## src/design/flash_status_map.svh

```systemverilog
// constants for the status-read and deep power-down block
`ifndef FLASH_STATUS_MAP_SVH
`define FLASH_STATUS_MAP_SVH

// command opcodes
`define OP_STATUS_READ 8'hD7
`define OP_DPD_ENTER 8'hB9
`define OP_DPD_RESUME 8'hAB

// first status byte field positions
`define S1_READY_BIT 7
`define S1_COMPARE_BIT 6
`define S1_CAPACITY_HI 5
`define S1_CAPACITY_LO 2
`define S1_PROTECT_BIT 1
`define S1_PAGE_SIZE_BIT 0

// second status byte field positions
`define S2_READY_BIT 7
`define S2_SPARE_HI_BIT 6
`define S2_FAULT_BIT 5
`define S2_SPARE_LO_BIT 4
`define S2_LOCK_AVAIL_BIT 3
`define S2_PROG_HELD_B_BIT 2
`define S2_PROG_HELD_A_BIT 1
`define S2_ERASE_HELD_BIT 0

// reset values and the fixed spare-bit value
`define FAULT_FLAG_RESET 1'h0
`define COMPARE_FLAG_RESET 1'h0
`define SPARE_BIT_VALUE 1'h0

// timing: entry time in ns (default figure), clock period in ps
`define DPD_ENTRY_TIME_NS 3000
`define CLK_PERIOD_PS 5000

`endif

```

## src/design/flash_status_pkg.sv

```systemverilog
// types shared by the status-read and deep power-down block
package flash_status_pkg;

    typedef enum logic [1:0] {
        PWR_STANDBY,
        PWR_ENTERING,
        PWR_DEEP
    } pwr_state_t;

    typedef enum logic [2:0] {
        CMD_NONE,
        CMD_STATUS,
        CMD_DPD_ENTER,
        CMD_DPD_RESUME,
        CMD_OTHER
    } cmd_t;

    // level flags held by the command engines
    typedef struct packed {
        logic busy;
        logic protect_on;
        logic page_binary;
        logic lock_cmd_available_flag;
        logic prog_held_buffer_b;
        logic prog_held_buffer_a;
        logic erase_held_flag;
    } engine_flags_t;

    // one-cycle completion events from the command engines
    typedef struct packed {
        logic prog_end;
        logic erase_end;
        logic op_failed;
        logic op_aborted;
        logic compare_end;
        logic compare_differs;
    } engine_events_t;

endpackage : flash_status_pkg

```

## src/design/pin_sync.sv

```systemverilog
// two-flop synchroniser for pins that arrive from outside the clock domain
`timescale 1ns/1ps
module pin_sync #(
    parameter int W = 1,
    parameter logic [W-1:0] RESET_VAL = '0
) (
    input wire logic clk,
    input wire logic rst_n,
    input wire logic [W-1:0] pin,
    output logic [W-1:0] pin_s
);

    logic [W-1:0] meta_q;
    logic [W-1:0] meta_d;
    logic [W-1:0] sync_q;
    logic [W-1:0] sync_d;

    always_comb
    begin
        meta_d = pin;
        sync_d = meta_q;
    end

    always_ff @(posedge clk)
    begin
        if (!rst_n)
        begin
            meta_q <= RESET_VAL;
            sync_q <= RESET_VAL;
        end
        else
        begin
            meta_q <= meta_d;
            sync_q <= sync_d;
        end
    end

    assign pin_s = sync_q;

endmodule : pin_sync

```

## src/design/status_byte_tx.sv

```systemverilog
// serialiser for the two alternating status bytes, msb first
`timescale 1ns/1ps
module status_byte_tx (
    input wire logic clk,
    input wire logic rst_n,
    input wire logic restart,
    input wire logic shift_en,
    input wire logic [7:0] byte_one,
    input wire logic [7:0] byte_two,
    output logic so_bit
);

    logic [7:0] shreg_q;
    logic [7:0] shreg_d;
    logic [2:0] idx_q;
    logic [2:0] idx_d;
    logic sel_q;
    logic sel_d;
    logic so_q;
    logic so_d;
    logic [7:0] snap;

    always_comb
    begin
        shreg_d = shreg_q;
        idx_d = idx_q;
        sel_d = sel_q;
        so_d = so_q;
        snap = sel_q ? byte_two : byte_one;
        if (restart)
        begin
            idx_d = 3'h0;
            sel_d = 1'h0;
        end
        else if (shift_en)
        begin
            if (idx_q == 3'h0)
            begin
                // whole byte captured in the same cycle its first bit leaves
                so_d = snap[7];
                shreg_d = {snap[6:0], 1'h0};
                sel_d = ~sel_q;
            end
            else
            begin
                so_d = shreg_q[7];
                shreg_d = {shreg_q[6:0], 1'h0};
            end
            idx_d = idx_q + 3'h1;
        end
    end

    always_ff @(posedge clk)
    begin
        if (!rst_n)
        begin
            shreg_q <= 8'h00;
            idx_q <= 3'h0;
            sel_q <= 1'h0;
            so_q <= 1'h0;
        end
        else
        begin
            shreg_q <= shreg_d;
            idx_q <= idx_d;
            sel_q <= sel_d;
            so_q <= so_d;
        end
    end

    assign so_bit = so_q;

endmodule : status_byte_tx

```

## src/design/flash_status_power.sv

```systemverilog
// status word reporting and deep power-down control of the serial flash
`timescale 1ns/1ps
`include "flash_status_map.svh"

// Overview of operation
// - ready bit reads zero while busy
// - fault bit reports last erase/program error
// - failed byte during operation sets fault
// - aborted operations leave fault flag clear
// - fault flag refreshed after every erase or program
// - spare bits six and four read zero
// - bit three shows lockdown command available
// - buffer b held blocks buffer b writes
// - buffer a held blocks buffer a writes
// - bit zero shows erase suspended
// - compare flag holds latest compare mismatch
// - fixed four-bit capacity code in byte one
// - protection flag covers both enable methods
// - page size flag shows 256/264 organisation
// - standby when deselected and idle
// - deep power-down ignores all but resume
// - opcode B9h then deselect enters power-down
// - whole bytes after power-down opcode are ignored
// - partial or unaligned frames are ignored, power state unchanged
// - reset always starts in standby
// - power-down ignored while operation runs
// - opcode D7h streams both status bytes
// - deselect ends read, output released
// - opcode ABh then deselect resumes standby
module flash_status_power #(
    parameter int DPD_ENTRY_TIME_NS = `DPD_ENTRY_TIME_NS,
    // arbitrary value, stands in for the legacy capacity code
    parameter logic [3:0] CAPACITY_CODE = 4'hA
) (
    input wire logic clk,
    input wire logic rst_n,
    input wire logic sck,
    input wire logic cs_n,
    input wire logic si,
    output logic so_o,
    output logic so_oe,
    input wire flash_status_pkg::engine_flags_t engine_flags,
    input wire flash_status_pkg::engine_events_t engine_events,
    output logic [7:0] status_word_second_byte,
    output logic buffer_a_write_block,
    output logic buffer_b_write_block,
    output logic standby,
    output logic deep_power_down
);

    // longest time, so the cycle count rounds down (never below one)
    localparam int DPD_RAW_CYCLES = (DPD_ENTRY_TIME_NS * 1000) / `CLK_PERIOD_PS;
    localparam int DPD_ENTRY_CYCLES = (DPD_RAW_CYCLES < 1) ? 1 : DPD_RAW_CYCLES;

    function automatic flash_status_pkg::cmd_t decode_opcode(input logic [7:0] op);
        flash_status_pkg::cmd_t c;
        case (op)
            `OP_STATUS_READ: c = flash_status_pkg::CMD_STATUS;
            `OP_DPD_ENTER: c = flash_status_pkg::CMD_DPD_ENTER;
            `OP_DPD_RESUME: c = flash_status_pkg::CMD_DPD_RESUME;
            default: c = flash_status_pkg::CMD_OTHER;
        endcase
        return c;
    endfunction : decode_opcode

    // ---- pin synchronisation: sck, cs_n, si ----
    logic [2:0] pins_s;
    logic sck_s, cs_n_s, si_s;

    pin_sync #(
        .W(3),
        .RESET_VAL(3'h2)
    ) u_pin_sync (
        .clk(clk),
        .rst_n(rst_n),
        .pin({sck, cs_n, si}),
        .pin_s(pins_s)
    );

    assign sck_s = pins_s[2];
    assign cs_n_s = pins_s[1];
    assign si_s = pins_s[0];

    // ---- edge detection on synchronised pins ----
    logic sck_prev_q, sck_prev_d;
    logic cs_prev_q, cs_prev_d;
    logic sck_rise, sck_fall, cs_rise, selected;

    always_comb
    begin
        sck_prev_d = sck_s;
        cs_prev_d = cs_n_s;
    end

    always_ff @(posedge clk)
    begin
        if (!rst_n)
        begin
            sck_prev_q <= 1'h0;
            cs_prev_q <= 1'h1;
        end
        else
        begin
            sck_prev_q <= sck_prev_d;
            cs_prev_q <= cs_prev_d;
        end
    end

    assign selected = ~cs_n_s;
    assign sck_rise = selected & sck_s & ~sck_prev_q;
    assign sck_fall = selected & ~sck_s & sck_prev_q;
    assign cs_rise = cs_n_s & ~cs_prev_q;

    // ---- frame decoder ----
    logic [6:0] op_shift_q, op_shift_d;
    logic [2:0] bit_cnt_q, bit_cnt_d;
    logic opcode_done_q, opcode_done_d;
    flash_status_pkg::cmd_t cmd_q, cmd_d;
    logic status_active_q, status_active_d;
    logic frame_whole;
    flash_status_pkg::pwr_state_t pwr_q, pwr_d;

    always_comb
    begin
        op_shift_d = op_shift_q;
        bit_cnt_d = bit_cnt_q;
        opcode_done_d = opcode_done_q;
        cmd_d = cmd_q;
        status_active_d = status_active_q;
        if (!selected)
        begin
            // deselect ends any read and forgets the frame
            op_shift_d = 7'h00;
            bit_cnt_d = 3'h0;
            opcode_done_d = 1'h0;
            cmd_d = flash_status_pkg::CMD_NONE;
            status_active_d = 1'h0;
        end
        else if (sck_rise)
        begin
            bit_cnt_d = bit_cnt_q + 3'h1;
            // after the opcode, further input bits are only counted
            if (!opcode_done_q)
            begin
                op_shift_d = {op_shift_q[5:0], si_s};
                if (bit_cnt_q == 3'h7)
                begin
                    opcode_done_d = 1'h1;
                    cmd_d = decode_opcode({op_shift_q, si_s});
                    // a status read is honoured only in standby, not while entering or in power-down
                    if (cmd_d == flash_status_pkg::CMD_STATUS &&
                        pwr_q == flash_status_pkg::PWR_STANDBY)
                    begin
                        status_active_d = 1'h1;
                    end
                end
            end
        end
    end

    always_ff @(posedge clk)
    begin
        if (!rst_n)
        begin
            op_shift_q <= 7'h00;
            bit_cnt_q <= 3'h0;
            opcode_done_q <= 1'h0;
            cmd_q <= flash_status_pkg::CMD_NONE;
            status_active_q <= 1'h0;
        end
        else
        begin
            op_shift_q <= op_shift_d;
            bit_cnt_q <= bit_cnt_d;
            opcode_done_q <= opcode_done_d;
            cmd_q <= cmd_d;
            status_active_q <= status_active_d;
        end
    end

    // whole opcode and a byte-aligned bit count at deselect
    assign frame_whole = opcode_done_q & (bit_cnt_q == 3'h0);

    // ---- power state ----
    logic [15:0] entry_cnt_q, entry_cnt_d;

    always_comb
    begin
        pwr_d = pwr_q;
        entry_cnt_d = entry_cnt_q;
        case (pwr_q)
            flash_status_pkg::PWR_STANDBY:
            begin
                // a running program or erase swallows the command
                if (cs_rise && frame_whole && cmd_q == flash_status_pkg::CMD_DPD_ENTER &&
                    !engine_flags.busy)
                begin
                    pwr_d = flash_status_pkg::PWR_ENTERING;
                    entry_cnt_d = 16'(DPD_ENTRY_CYCLES - 1);
                end
            end
            flash_status_pkg::PWR_ENTERING:
            begin
                // resume is not looked at until the entry delay expires
                if (entry_cnt_q == 16'h0000)
                begin
                    pwr_d = flash_status_pkg::PWR_DEEP;
                end
                else
                begin
                    entry_cnt_d = entry_cnt_q - 16'h0001;
                end
            end
            flash_status_pkg::PWR_DEEP:
            begin
                if (cs_rise && frame_whole &&
                    cmd_q == flash_status_pkg::CMD_DPD_RESUME)
                begin
                    pwr_d = flash_status_pkg::PWR_STANDBY;
                end
            end
            default:
            begin
                pwr_d = flash_status_pkg::PWR_STANDBY;
            end
        endcase
    end

    always_ff @(posedge clk)
    begin
        if (!rst_n)
        begin
            pwr_q <= flash_status_pkg::PWR_STANDBY;
            entry_cnt_q <= 16'h0000;
        end
        else
        begin
            pwr_q <= pwr_d;
            entry_cnt_q <= entry_cnt_d;
        end
    end

    // ---- result flags kept for the command engines ----
    logic fault_q, fault_d;
    logic compare_q, compare_d;

    always_comb
    begin
        fault_d = fault_q;
        compare_d = compare_q;
        // every end of erase or program overwrites the previous outcome
        if (engine_events.prog_end || engine_events.erase_end)
        begin
            // an abort is not an error, so it clears the flag
            fault_d = engine_events.op_failed &
                      ~engine_events.op_aborted;
        end
        if (engine_events.compare_end)
        begin
            compare_d = engine_events.compare_differs;
        end
    end

    always_ff @(posedge clk)
    begin
        if (!rst_n)
        begin
            fault_q <= `FAULT_FLAG_RESET;
            compare_q <= `COMPARE_FLAG_RESET;
        end
        else
        begin
            fault_q <= fault_d;
            compare_q <= compare_d;
        end
    end

    // ---- status bytes ----
    logic [7:0] byte_one, byte_two;

    always_comb
    begin
        byte_one = 8'h00;
        byte_one[`S1_READY_BIT] = ~engine_flags.busy;
        byte_one[`S1_COMPARE_BIT] = compare_q;
        byte_one[`S1_CAPACITY_HI:`S1_CAPACITY_LO] = CAPACITY_CODE;
        byte_one[`S1_PROTECT_BIT] = engine_flags.protect_on;
        byte_one[`S1_PAGE_SIZE_BIT] = engine_flags.page_binary;
        byte_two = 8'h00;
        byte_two[`S2_READY_BIT] = ~engine_flags.busy;
        byte_two[`S2_SPARE_HI_BIT] = `SPARE_BIT_VALUE;
        byte_two[`S2_FAULT_BIT] = fault_q;
        byte_two[`S2_SPARE_LO_BIT] = `SPARE_BIT_VALUE;
        byte_two[`S2_LOCK_AVAIL_BIT] = engine_flags.lock_cmd_available_flag;
        byte_two[`S2_PROG_HELD_B_BIT] = engine_flags.prog_held_buffer_b;
        byte_two[`S2_PROG_HELD_A_BIT] = engine_flags.prog_held_buffer_a;
        byte_two[`S2_ERASE_HELD_BIT] = engine_flags.erase_held_flag;
    end

    // registered copy so software-facing data comes from flops
    logic [7:0] byte_two_q;

    always_ff @(posedge clk)
    begin
        if (!rst_n)
        begin
            byte_two_q <= 8'h80;
        end
        else
        begin
            byte_two_q <= byte_two;
        end
    end

    status_byte_tx u_status_tx (
        .clk(clk),
        .rst_n(rst_n),
        .restart(~status_active_q),
        .shift_en(status_active_q & sck_fall),
        .byte_one(byte_one),
        .byte_two(byte_two),
        .so_bit(so_o)
    );

    // released at once on deselect; the host samples on rising sck
    assign so_oe = status_active_q & selected;
    assign status_word_second_byte = byte_two_q;
    // command decoders outside use these to drop buffer writes
    assign buffer_a_write_block = engine_flags.prog_held_buffer_a;
    assign buffer_b_write_block = engine_flags.prog_held_buffer_b;
    assign standby = (pwr_q == flash_status_pkg::PWR_STANDBY) & cs_n_s &
                     ~engine_flags.busy;
    assign deep_power_down = (pwr_q == flash_status_pkg::PWR_DEEP);

endmodule : flash_status_power

```

## config.mk

```make
export PLATFORM = sky130hd
export DESIGN_NAME = flash_status_power
export DESIGN_NICKNAME = d
export VERILOG_FILES = /design/src/design/flash_status_pkg.sv /design/src/design/pin_sync.sv /design/src/design/status_byte_tx.sv /design/src/design/flash_status_power.sv
export VERILOG_INCLUDE_DIRS = /design/src /design/src/design
export SDC_FILE = /design/constraint.sdc
export NUM_CORES = 1
export LEC_CHECK = 0
export ABC_AREA = 1
export BUFFER_PORTS_ARGS = -buffer_cell sky130_fd_sc_hd__buf_2
export CORE_UTILIZATION = 58
export DETAILED_ROUTE_END_ITERATION = 12
export GPL_TIMING_DRIVEN = 1
export PLACE_DENSITY = 0.83
export SYNTH_ARGS = -nofsm -noshare
export SYNTH_HDL_FRONTEND = slang
export SYNTH_HIERARCHICAL = 1
export SYNTH_SLANG_ARGS = --single-unit
export TNS_END_PERCENT = 10
```

## constraint.sdc

```tcl
create_clock -name clk -period 1.85 [get_ports clk]
set_input_delay 0.37 -clock clk [delete_from_list [all_inputs] [get_ports clk]]
set_output_delay 0.37 -clock clk [all_outputs]
set_load 0.02 [all_outputs]
```

==> results of run 1 <==
==> flip-flops by register name, summed over array words and instances, names as in the netlist <==
register and cells:
u_status_tx/sel_q 1, status_active_q 1, fault_q 1, u_status_tx/shreg_q 7
op_shift_q 7, sck_prev_q 1, status_word_second_byte 6, u_pin_sync/meta_q 3
compare_q 1, entry_cnt_q 16, opcode_done_q 1, bit_cnt_q 3
pwr_q 2, u_pin_sync/pin_s 3, u_status_tx/so_bit 1, u_status_tx/idx_q 3
cs_prev_q 1, cmd_q 3
==> path summary, 6_finish.rpt <==
kind	end	slack, ps
hold / removal	u_pin_sync/meta_q[1]$_SDFF_PN1_	210
setup reg to reg	entry_cnt_q[13]$_SDFFE_PN0P_	180
setup / recovery	entry_cnt_q[13]$_SDFFE_PN0P_	180
hold reg to reg	u_pin_sync/pin_s[1]$_SDFF_PN1_	410
==> layout make-up <==
type / instances / share of cell area [%]
multi-input cells: 297 / 43.69
flip-flops and latches: 61 / 35.18
inverters: 74 / 8.003
repair buffers: 33 / 5.047
clock buffers: 12 / 4.182
well taps: 70 / 2.523
clock inverters: 4 / 1.370
==> worst max-delay path, cell delays in order (launching register included) <==
cell and delay, ps:
dfxtp_1 300, inv_1 130, ha_1 170, nand3_1 120
nor2_4 160, nand2_4 90, a21oi_4 350, nor2_1 100
nor2_1 100, nor2_1 40
==> metrics by stage <==
| stage | total power (W) | worst slack [ps] | hold slack [ps] |
|---|---|---|---|
| global route | 0.002719 | 26.91 | 207.5 |
| CTS | 0.002635 | 178.6 | 202.7 |
| finish | 0.002618 | 183.1 | 209.9 |
| global placement | 0.001474 | 265.5 | 391.1 |
| floorplan | 0.001435 | 293.6 | 379.5 |
| detailed placement | 0.001476 | 185.1 | 392.5 |
==> power groups by stage <==
stage	clock network (W)	registers, W	logic, W
after floorplan	0	0.00137	0.0000623
final	0.00117	0.00134	0.000112
after CTS	0.00119	0.00134	0.000111
after detailed placement	0	0.00137	0.000111
after global placement	0	0.00136	0.000109
after global routing	0.00125	0.00134	0.000128
==> placed cells by master, fill, tap and decap left out, drive strengths merged, types with 2 or more instances in the layout <==
cell / n
inv: 74
ha: 7
nand4: 2
dfxtp: 61
or2: 2
nand2: 96
clkinv: 2
nor3: 4
buf: 33
nand3b: 2
nand3: 31
clkbuf: 12
a21oi: 42
nor2: 70
conb: 8
o21ai: 26
xor2: 2
==> logic make-up (layout without fill, tap and decap cells) <==
| logic type | Yosys count | after routing | share of synthesized area [%] |
|---|---|---|---|
| flip-flops | 61 | 61 | 39.74 |
| AO/OA/AOI/OAI | 73 | 73 | 13.32 |
| adder cells (fa/ha/maj) | 7 | 7 | 2.850 |
| other | 2 | 8 | 0.2444 |
| XOR/XNOR | 2 | 2 | 0.5701 |
| AND/OR/NAND/NOR | 207 | 207 | 31.64 |
| buffers and inverters | 85 | 123 | 11.64 |
==> per-layer routing <==
metal | up-vias | track usage [%] | part of all wire [%]
met3 | 9 | 7.229 | 3.2
li1 | 1429 | - | -
met1 | 1254 | 29.80 | 47
met2 | 53 | 40.34 | 48
met4 | 0 | 7.128 | 1.3
met5 | - | 0 | 0
==> Flow_metrics.wiki, run 1 <==
{| class="wikitable"
! Metric !! Value
|-
| Synthesized area per cell || 7.032 um2
|-
| Placeable core region || 5107 um2
|-
| Horizontal extent of the die || 74.79 um
|-
| Antenna diodes || 0
|-
| Area of the multi-input gates || 1516 um2
|-
| Reported net switching power || 0.0005917 W
|-
| Ratio of cells with drive above 1 in the final layout || 19.75%
|-
| Starting utilization of the core area || 60.17%
|-
| Final Hold Fails || 0
|-
| Gate count after technology mapping || 437
|-
| Share of synthesized area occupied by flip-flops and latches || roughly two fifths
|-
| Hold Crit Depth || 3
|-
| Clk sinks || 61
|-
| Net Sw Frac || between 20% and 30%
|-
| Number of clock buffers inserted by TritonCTS || 9
|-
| Max rail drop VDD || around 0.56 mV
|-
| Die span in y || 74.79 um
|-
| Logic pwr share || 4.3%
|-
| Startpoint of the lowest-slack hold path || cs_n
|-
| Outcome || finished, final reports clean
|-
| Yosys Warn Count || 6
|-
| Post-CTS setup-driven buffer insertion count || 0
|-
| Global-route usage over all layers || 24.03%
|-
| Number of cells in the design after placement || 535
|-
| Most numerous cell types in the synthesized netlist || nand2_1 (87), inv_1 (64), dfxtp_1 (61)
|-
| Vias per cell || 4.982
|-
| Max-slew violation count || 0
|-
| Detailed-routing iteration count for the pre-antenna-repair pass || 5
|-
| RSZ-0062 raised after global routing || false
|-
| Final Routed Wirelength || 6.178 mm
|-
| Non-Filler Instances || between 500 and 600
|-
| Top post-synthesis cells by area || dfxtp_1 (40%), nand2_1 (11%), inv_1 (7.8%), nor2_1 (6.5%), a21oi_1 (5.7%)
|-
| Nature of the critical path startpoint || register
|-
| Total number of vias || about 2.7k
|-
| Clock insertion delay at the later pin of the skew report || roughly 340 ps
|-
| Clock transition at the registers of the reported paths || 70 ps
|-
| Pin count of the biggest net entering global routing || 26
|-
| FP Rows || 26
|-
| Fill cell instance count of the final layout || 452
|-
| Cell area after technology mapping || 3073 um2
|-
| FF+latch count, synth || 61
|-
| Synth async-reset ratio || 0%
|-
| Post-DRT Antenna Nets || 0
|-
| Data required time at the worst endpoint || 2070 ps
|-
| Power density cells || 754.3 nW/um2
|-
| Post-synthesis to final-layout area growth || 12.95%
|-
| Wire length of the first global-routing pass || 10.34 mm
|-
| Classification of the worst-slack hold path || in -> reg
|-
| Hold-fix buffers at CTS || 0
|-
| Remaining Overflow, GRT || 0
|-
| Worst-case clock buffer depth || 2
|-
| Max Clock Freq || approximately 600 MHz
|-
| Internal power summed over all cells || 0.002026 W
|-
| Register-to-Register Path Depth || 9
|-
| Summed negative setup slack over all endpoints || 0 ps
|-
| Synth unique cells || 34
|-
| Count of flip-flops with a built-in enable after synthesis || 0
|-
| Tcrit/Tclk final || 90.10%
|-
| Sequential Area || about 1200 um2
|-
| Fraction of power consumed by the clock network || between 40% and 50%
|-
| Final net count || 501
|-
| Average routed wire per standard cell || 11.21 um
|-
| Minimum clock period || ~1700 ps
|-
| Total number of H-tree levels || 3
|-
| Via count of the first global-routing pass || 2457
|-
| Largest fanout on the critical path || 13
|-
| Leakage power of the design || 1.728 nW
|-
| Post-synthesis cell type with the largest combined area || dfxtp_1
|-
| Final weighted congestion in routability-driven placement || 0.8584
|-
| Quantity of I/O buffers inserted on ports || 29
|-
| Top-Level Pins || 32
|-
| Commonest register cell after synthesis || dfxtp_1
|-
| Post-synth top area share || 39.74%
|-
| TritonCTS clock tree || built
|-
| Final core utilization || 67.96%
|-
| Final non-filler cell area || 3471 um2
|-
| Count of max-cap constraint violations || 0
|-
| Final worst clock skew || between 7 and 8 ps
|-
| Violation count after the first detailed-route iteration || 160
|-
| DRC errors left || 0
|-
| Critical Path End Type || register
|-
| Worst setup path startpoint || entry_cnt_q[0]$_SDFFE_PN0P_
|-
| Post-cts sizing count || 0
|-
| Cell at the root of the clock tree || clkbuf_8
|-
| Number of antenna violations at the first check in global routing || 0
|-
| Crit Path Class || reg -> reg
|-
| Setup-violating endpoint count in the final report || 0
|-
| Beginning of the worst register-to-register path || entry_cnt_q[0]$_SDFFE_PN0P_
|-
| Fraction of power consumed by sequential logic || between 50% and 60%
|-
| Worst Path Arrival || approximately 1900 ps
|-
| Instance area after placement || around 3300 um2
|-
| Placed wire-length estimate after detailed placement || 4.396 mm
|-
| Most frequent cell after synthesis || nand2_1
|-
| Die Area || 5594 um2
|}
(Power assumes the default switching activity.)
==> run 2: changes to the inputs <==
--- a/config.mk
+++ b/config.mk
@@ -6,12 +6,13 @@
 export SDC_FILE = /design/constraint.sdc
 export NUM_CORES = 1
 export LEC_CHECK = 0
-export ABC_AREA = 1
+export ABC_AREA = 0
 export BUFFER_PORTS_ARGS = -buffer_cell sky130_fd_sc_hd__buf_2
-export CORE_UTILIZATION = 58
+export CORE_UTILIZATION = 57
+export CTS_CLUSTER_DIAMETER = 100
 export DETAILED_ROUTE_END_ITERATION = 12
 export GPL_TIMING_DRIVEN = 1
-export PLACE_DENSITY = 0.83
+export PLACE_DENSITY = 0.77
 export SYNTH_ARGS = -nofsm -noshare
 export SYNTH_HDL_FRONTEND = slang
 export SYNTH_HIERARCHICAL = 1
==> run 2 against run 1 <==
  * The flow now finishes with violations (negative setup slack)
  * Die area shrank 7.9%
  * Critical path type unchanged
  * Flip-flop and latch count is the same
  * Critical path depth is 5 lower
  * Largest cell class unchanged
==> Flow_metrics.wiki, run 2 <==
{| class="wikitable"
! Metric !! Value
|-
| Top-Level Pins || 32
|-
| Least-Margin Pin Slew || 567.6 ps
|-
| Tcrit/Tclk final || 100.9%
|-
| Critical Path End Type || register
|-
| Die Area || 5152 um2
|-
| Cell at the root of the clock tree || clkbuf_8
|-
| Violation count after the first detailed-route iteration || 158
|-
| Synth unique cells || 54
|-
| Wire length of the first global-routing pass || 9.059 mm
|-
| Antenna diodes || 0
|-
| Worst hold slack || between 200 and 250 ps
|-
| Slowest stage cell, crit path || or4_4
|-
| Leakage power of the design || 1.318 nW
|-
| Die span in y || 71.78 um
|-
| Final Hold Fails || 0
|-
| Max-slew violation count || 0
|-
| Most numerous cell types in the synthesized netlist || dfxtp_1 (61), nor2_1 (36), nand2_1 (23)
|-
| Number of clock buffers inserted by TritonCTS || 9
|-
| Gate count after technology mapping || 300
|-
| Max Clock Freq || 535.9 MHz
|-
| Quantity of I/O buffers inserted on ports || 29
|-
| Hold-fix buffers at CTS || 0
|-
| Most frequent cell after synthesis || dfxtp_1
|-
| Count of max-cap constraint violations || 0
|-
| Instance area after placement || approximately 3000 um2
|-
| Post-DRT Antenna Nets || 0
|-
| Non-Filler Instances || 408
|-
| Global-route usage over all layers || between 20% and 30%
|-
| Horizontal extent of the die || 71.78 um
|-
| RSZ-0062 raised after global routing || true
|-
| Cell area after technology mapping || 2775 um2
|-
| Critical path, cell by cell || or4_4 -> a211o_4 -> or4_1 -> a21oi_1
|-
| Adder-Cell Fraction of Synth Area || 3.156%
|-
| Crit Path Class || reg -> reg
|-
| Count of flip-flops with a built-in enable after synthesis || 0
|-
| Mux share of post-synthesis cell area || 5.095%
|-
| Setup-violating endpoint count in the final report || 1
|-
| Largest fanout on the critical path || 8
|-
| Synth async-reset ratio || 0%
|-
| Xor and xnor fraction of the mapped netlist area || 1.578%
|-
| Final worst clock skew || 8.518 ps
|-
| Yosys Warn Count || 6
|-
| Total number of H-tree levels || 3
|-
| Worst-case clock buffer depth || 2
|-
| Clock insertion delay at the later pin of the skew report || 340 ps
|-
| Failing checks || negative setup slack
|-
| Number of buffers and inverters on the critical path || 0
|-
| Vias per cell || about 5.6
|-
| Remaining Overflow, GRT || 0
|-
| Crit path setup slack, layout || -15.88 ps
|-
| Area fraction in and, or, nand and nor cells after synthesis || a little over a quarter
|-
| Worst-case headroom to the max-slew limit || 62.16%
|-
| Placed wire-length estimate after detailed placement || about 3.8 mm
|-
| Detailed-routing iteration count for the pre-antenna-repair pass || 5
|-
| Minimum clock period || roughly 1900 ps
|-
| Classification of the worst-slack hold path || in -> reg
|-
| Top flop regs || entry_cnt_q (16), op_shift_q (7), u_status_tx/shreg_q (7)
|-
| Top post-synthesis cells by area || dfxtp_1 (44%), nor2_1 (4.9%), mux2i_1 (4.7%), a211oi_1 (3.2%), ha_1 (3.2%)
|-
| Post-synth top area share || 44.00%
|-
| FP Rows || 25
|-
| Starting utilization of the core area || 59.15%
|-
| Synthesized area per cell || 9.251 um2
|-
| Final Routed Wirelength || 5.372 mm
|-
| Post-synthesis cell type with the largest combined area || dfxtp_1
|-
| Pin count of the biggest net entering global routing || 22
|-
| FF+latch count, synth || roughly 60
|-
| Clock transition at the registers of the reported paths || roughly 70 ps
|-
| Flip-flop count of the largest register, all copies and words added || 16
|-
| Final non-filler cell area || ~3300 um2
|-
| Final net count || 376
|-
| Final weighted congestion in routability-driven placement || between 0.7 and 0.8
|-
| Placeable core region || 4692 um2
|-
| Max rail drop VDD || 0.4733 mV
|-
| Most frequent cells in the layout || dfxtp_1 (59), nor2_1 (36), buf_2 (29)
|-
| Biggest cell delay along the critical path || 530 ps
|-
| Largest family of logic cells by synthesized area || simple AND/OR/NAND/NOR gates
|-
| Largest delay contributor family on the critical path || simple AND/OR/NAND/NOR gates
|-
| Outcome || finished, violations left
|-
| Nature of the critical path startpoint || register
|-
| Most flops, register || entry_cnt_q
|-
| Summed negative setup slack over all endpoints || -15.88 ps
|-
| Share of synthesized area occupied by flip-flops and latches || 44.00%
|-
| Via count of the first global-routing pass || 2091
|-
| DRC errors left || 0
|-
| Ratio of cells with drive above 1 in the final layout || 22.03%
|-
| Commonest register cell after synthesis || dfxtp_1
|-
| Number of antenna violations at the first check in global routing || 0
|-
| Data required time at the worst endpoint || 2120 ps
|-
| Average routed wire per standard cell || 13.17 um
|-
| Share of the synthesized area in compound gates (AO/OA/AOI/OAI) || 14.20%
|-
| Clk sinks || 61
|-
| Power density cells || 776.3 nW/um2
|-
| Total number of vias || between 2k and 2.5k
|-
| Worst Path Arrival || between 2000 and 2500 ps
|-
| Post-synthesis to final-layout area growth || 18.80%
|-
| Number of cells in the design after placement || 393
|-
| Most common cell after layout, fill and taps aside || dfxtp_1
|-
| TritonCTS clock tree || built
|}
run 2: per-layer routing:
| layer | track usage, % | routed length [um] |
|---|---|---|
| met5 | 0 | 0 |
| met4 | 12.20 | 85 |
| met3 | 6.048 | 237 |
| met2 | 36.27 | 2485 |
| met1 | 28.40 | 2564 |
run 2: power by group:
part | total, W | internal (W) | switching, W
Sequential | 0.00134 | 0.00133 | 0.00000618
Combinational | 0.000110 | 0.0000455 | 0.0000643
Clock | 0.00111 | 0.000642 | 0.000471
run 2: repair_timing:
item                       4_1_cts  5_1_grt
setup endpoints to repair        5       12
resized for setup                4       11
buffers inserted                 1        0
pin swaps                        2        1
run 2: area by class of cell:
class	count	area, um2
Clock inverter	2	35.03
Inverter	9	33.78
Clock buffer	12	145.1
Sequential cell	61	1224
Fill cell	353	1395
Multi-Input combinational cell	221	1496
Tap cell	54	67.56
Timing Repair Buffer	49	295.3
run 2: cell families (layout without fill, tap and decap cells):
logic type | after synthesis | count (layout)
multiplexers | 14 | 14
XOR/XNOR | 5 | 5
buffers and inverters | 24 | 72
other | 2 | 8
adder cells (fa/ha/maj) | 7 | 7
AO/OA/AOI/OAI | 53 | 53
AND/OR/NAND/NOR | 134 | 134
flip-flops | 61 | 61
run 2: metrics by stage:
stage	worst slack, ps	utilization (%)	power, W
global placement	-30.19	65.01	0.001472
global route	-47.12	70.27	0.002661
CTS	4.038	69.41	0.002587
detailed placement	-69.07	65.01	0.001473
floorplan	14.79	-	0.001437
finish	-15.88	70.27	0.002559
run 2: worst paths after layout:
check / startpoint / to / slack (ps) / depth (start not counted)
max: entry_cnt_q[6]$_SDFFE_PN0P_ / entry_cnt_q[14]$_SDFFE_PN0P_ / -20 / 4
min: cs_n / u_pin_sync/meta_q[1]$_SDFF_PN1_ / 220 / 2
max reg2reg: entry_cnt_q[6]$_SDFFE_PN0P_ / entry_cnt_q[14]$_SDFFE_PN0P_ / -20 / 4
min reg2reg: u_pin_sync/meta_q[1]$_SDFF_PN1_ / u_pin_sync/pin_s[1]$_SDFF_PN1_ / 420 / 1
run 2: worst register-to-register path, stage by stage (launching register included):
cell and delay [ps]:
dfxtp_2 330, or4_4 530, a211o_4 320, or4_1 480, a21oi_1 130
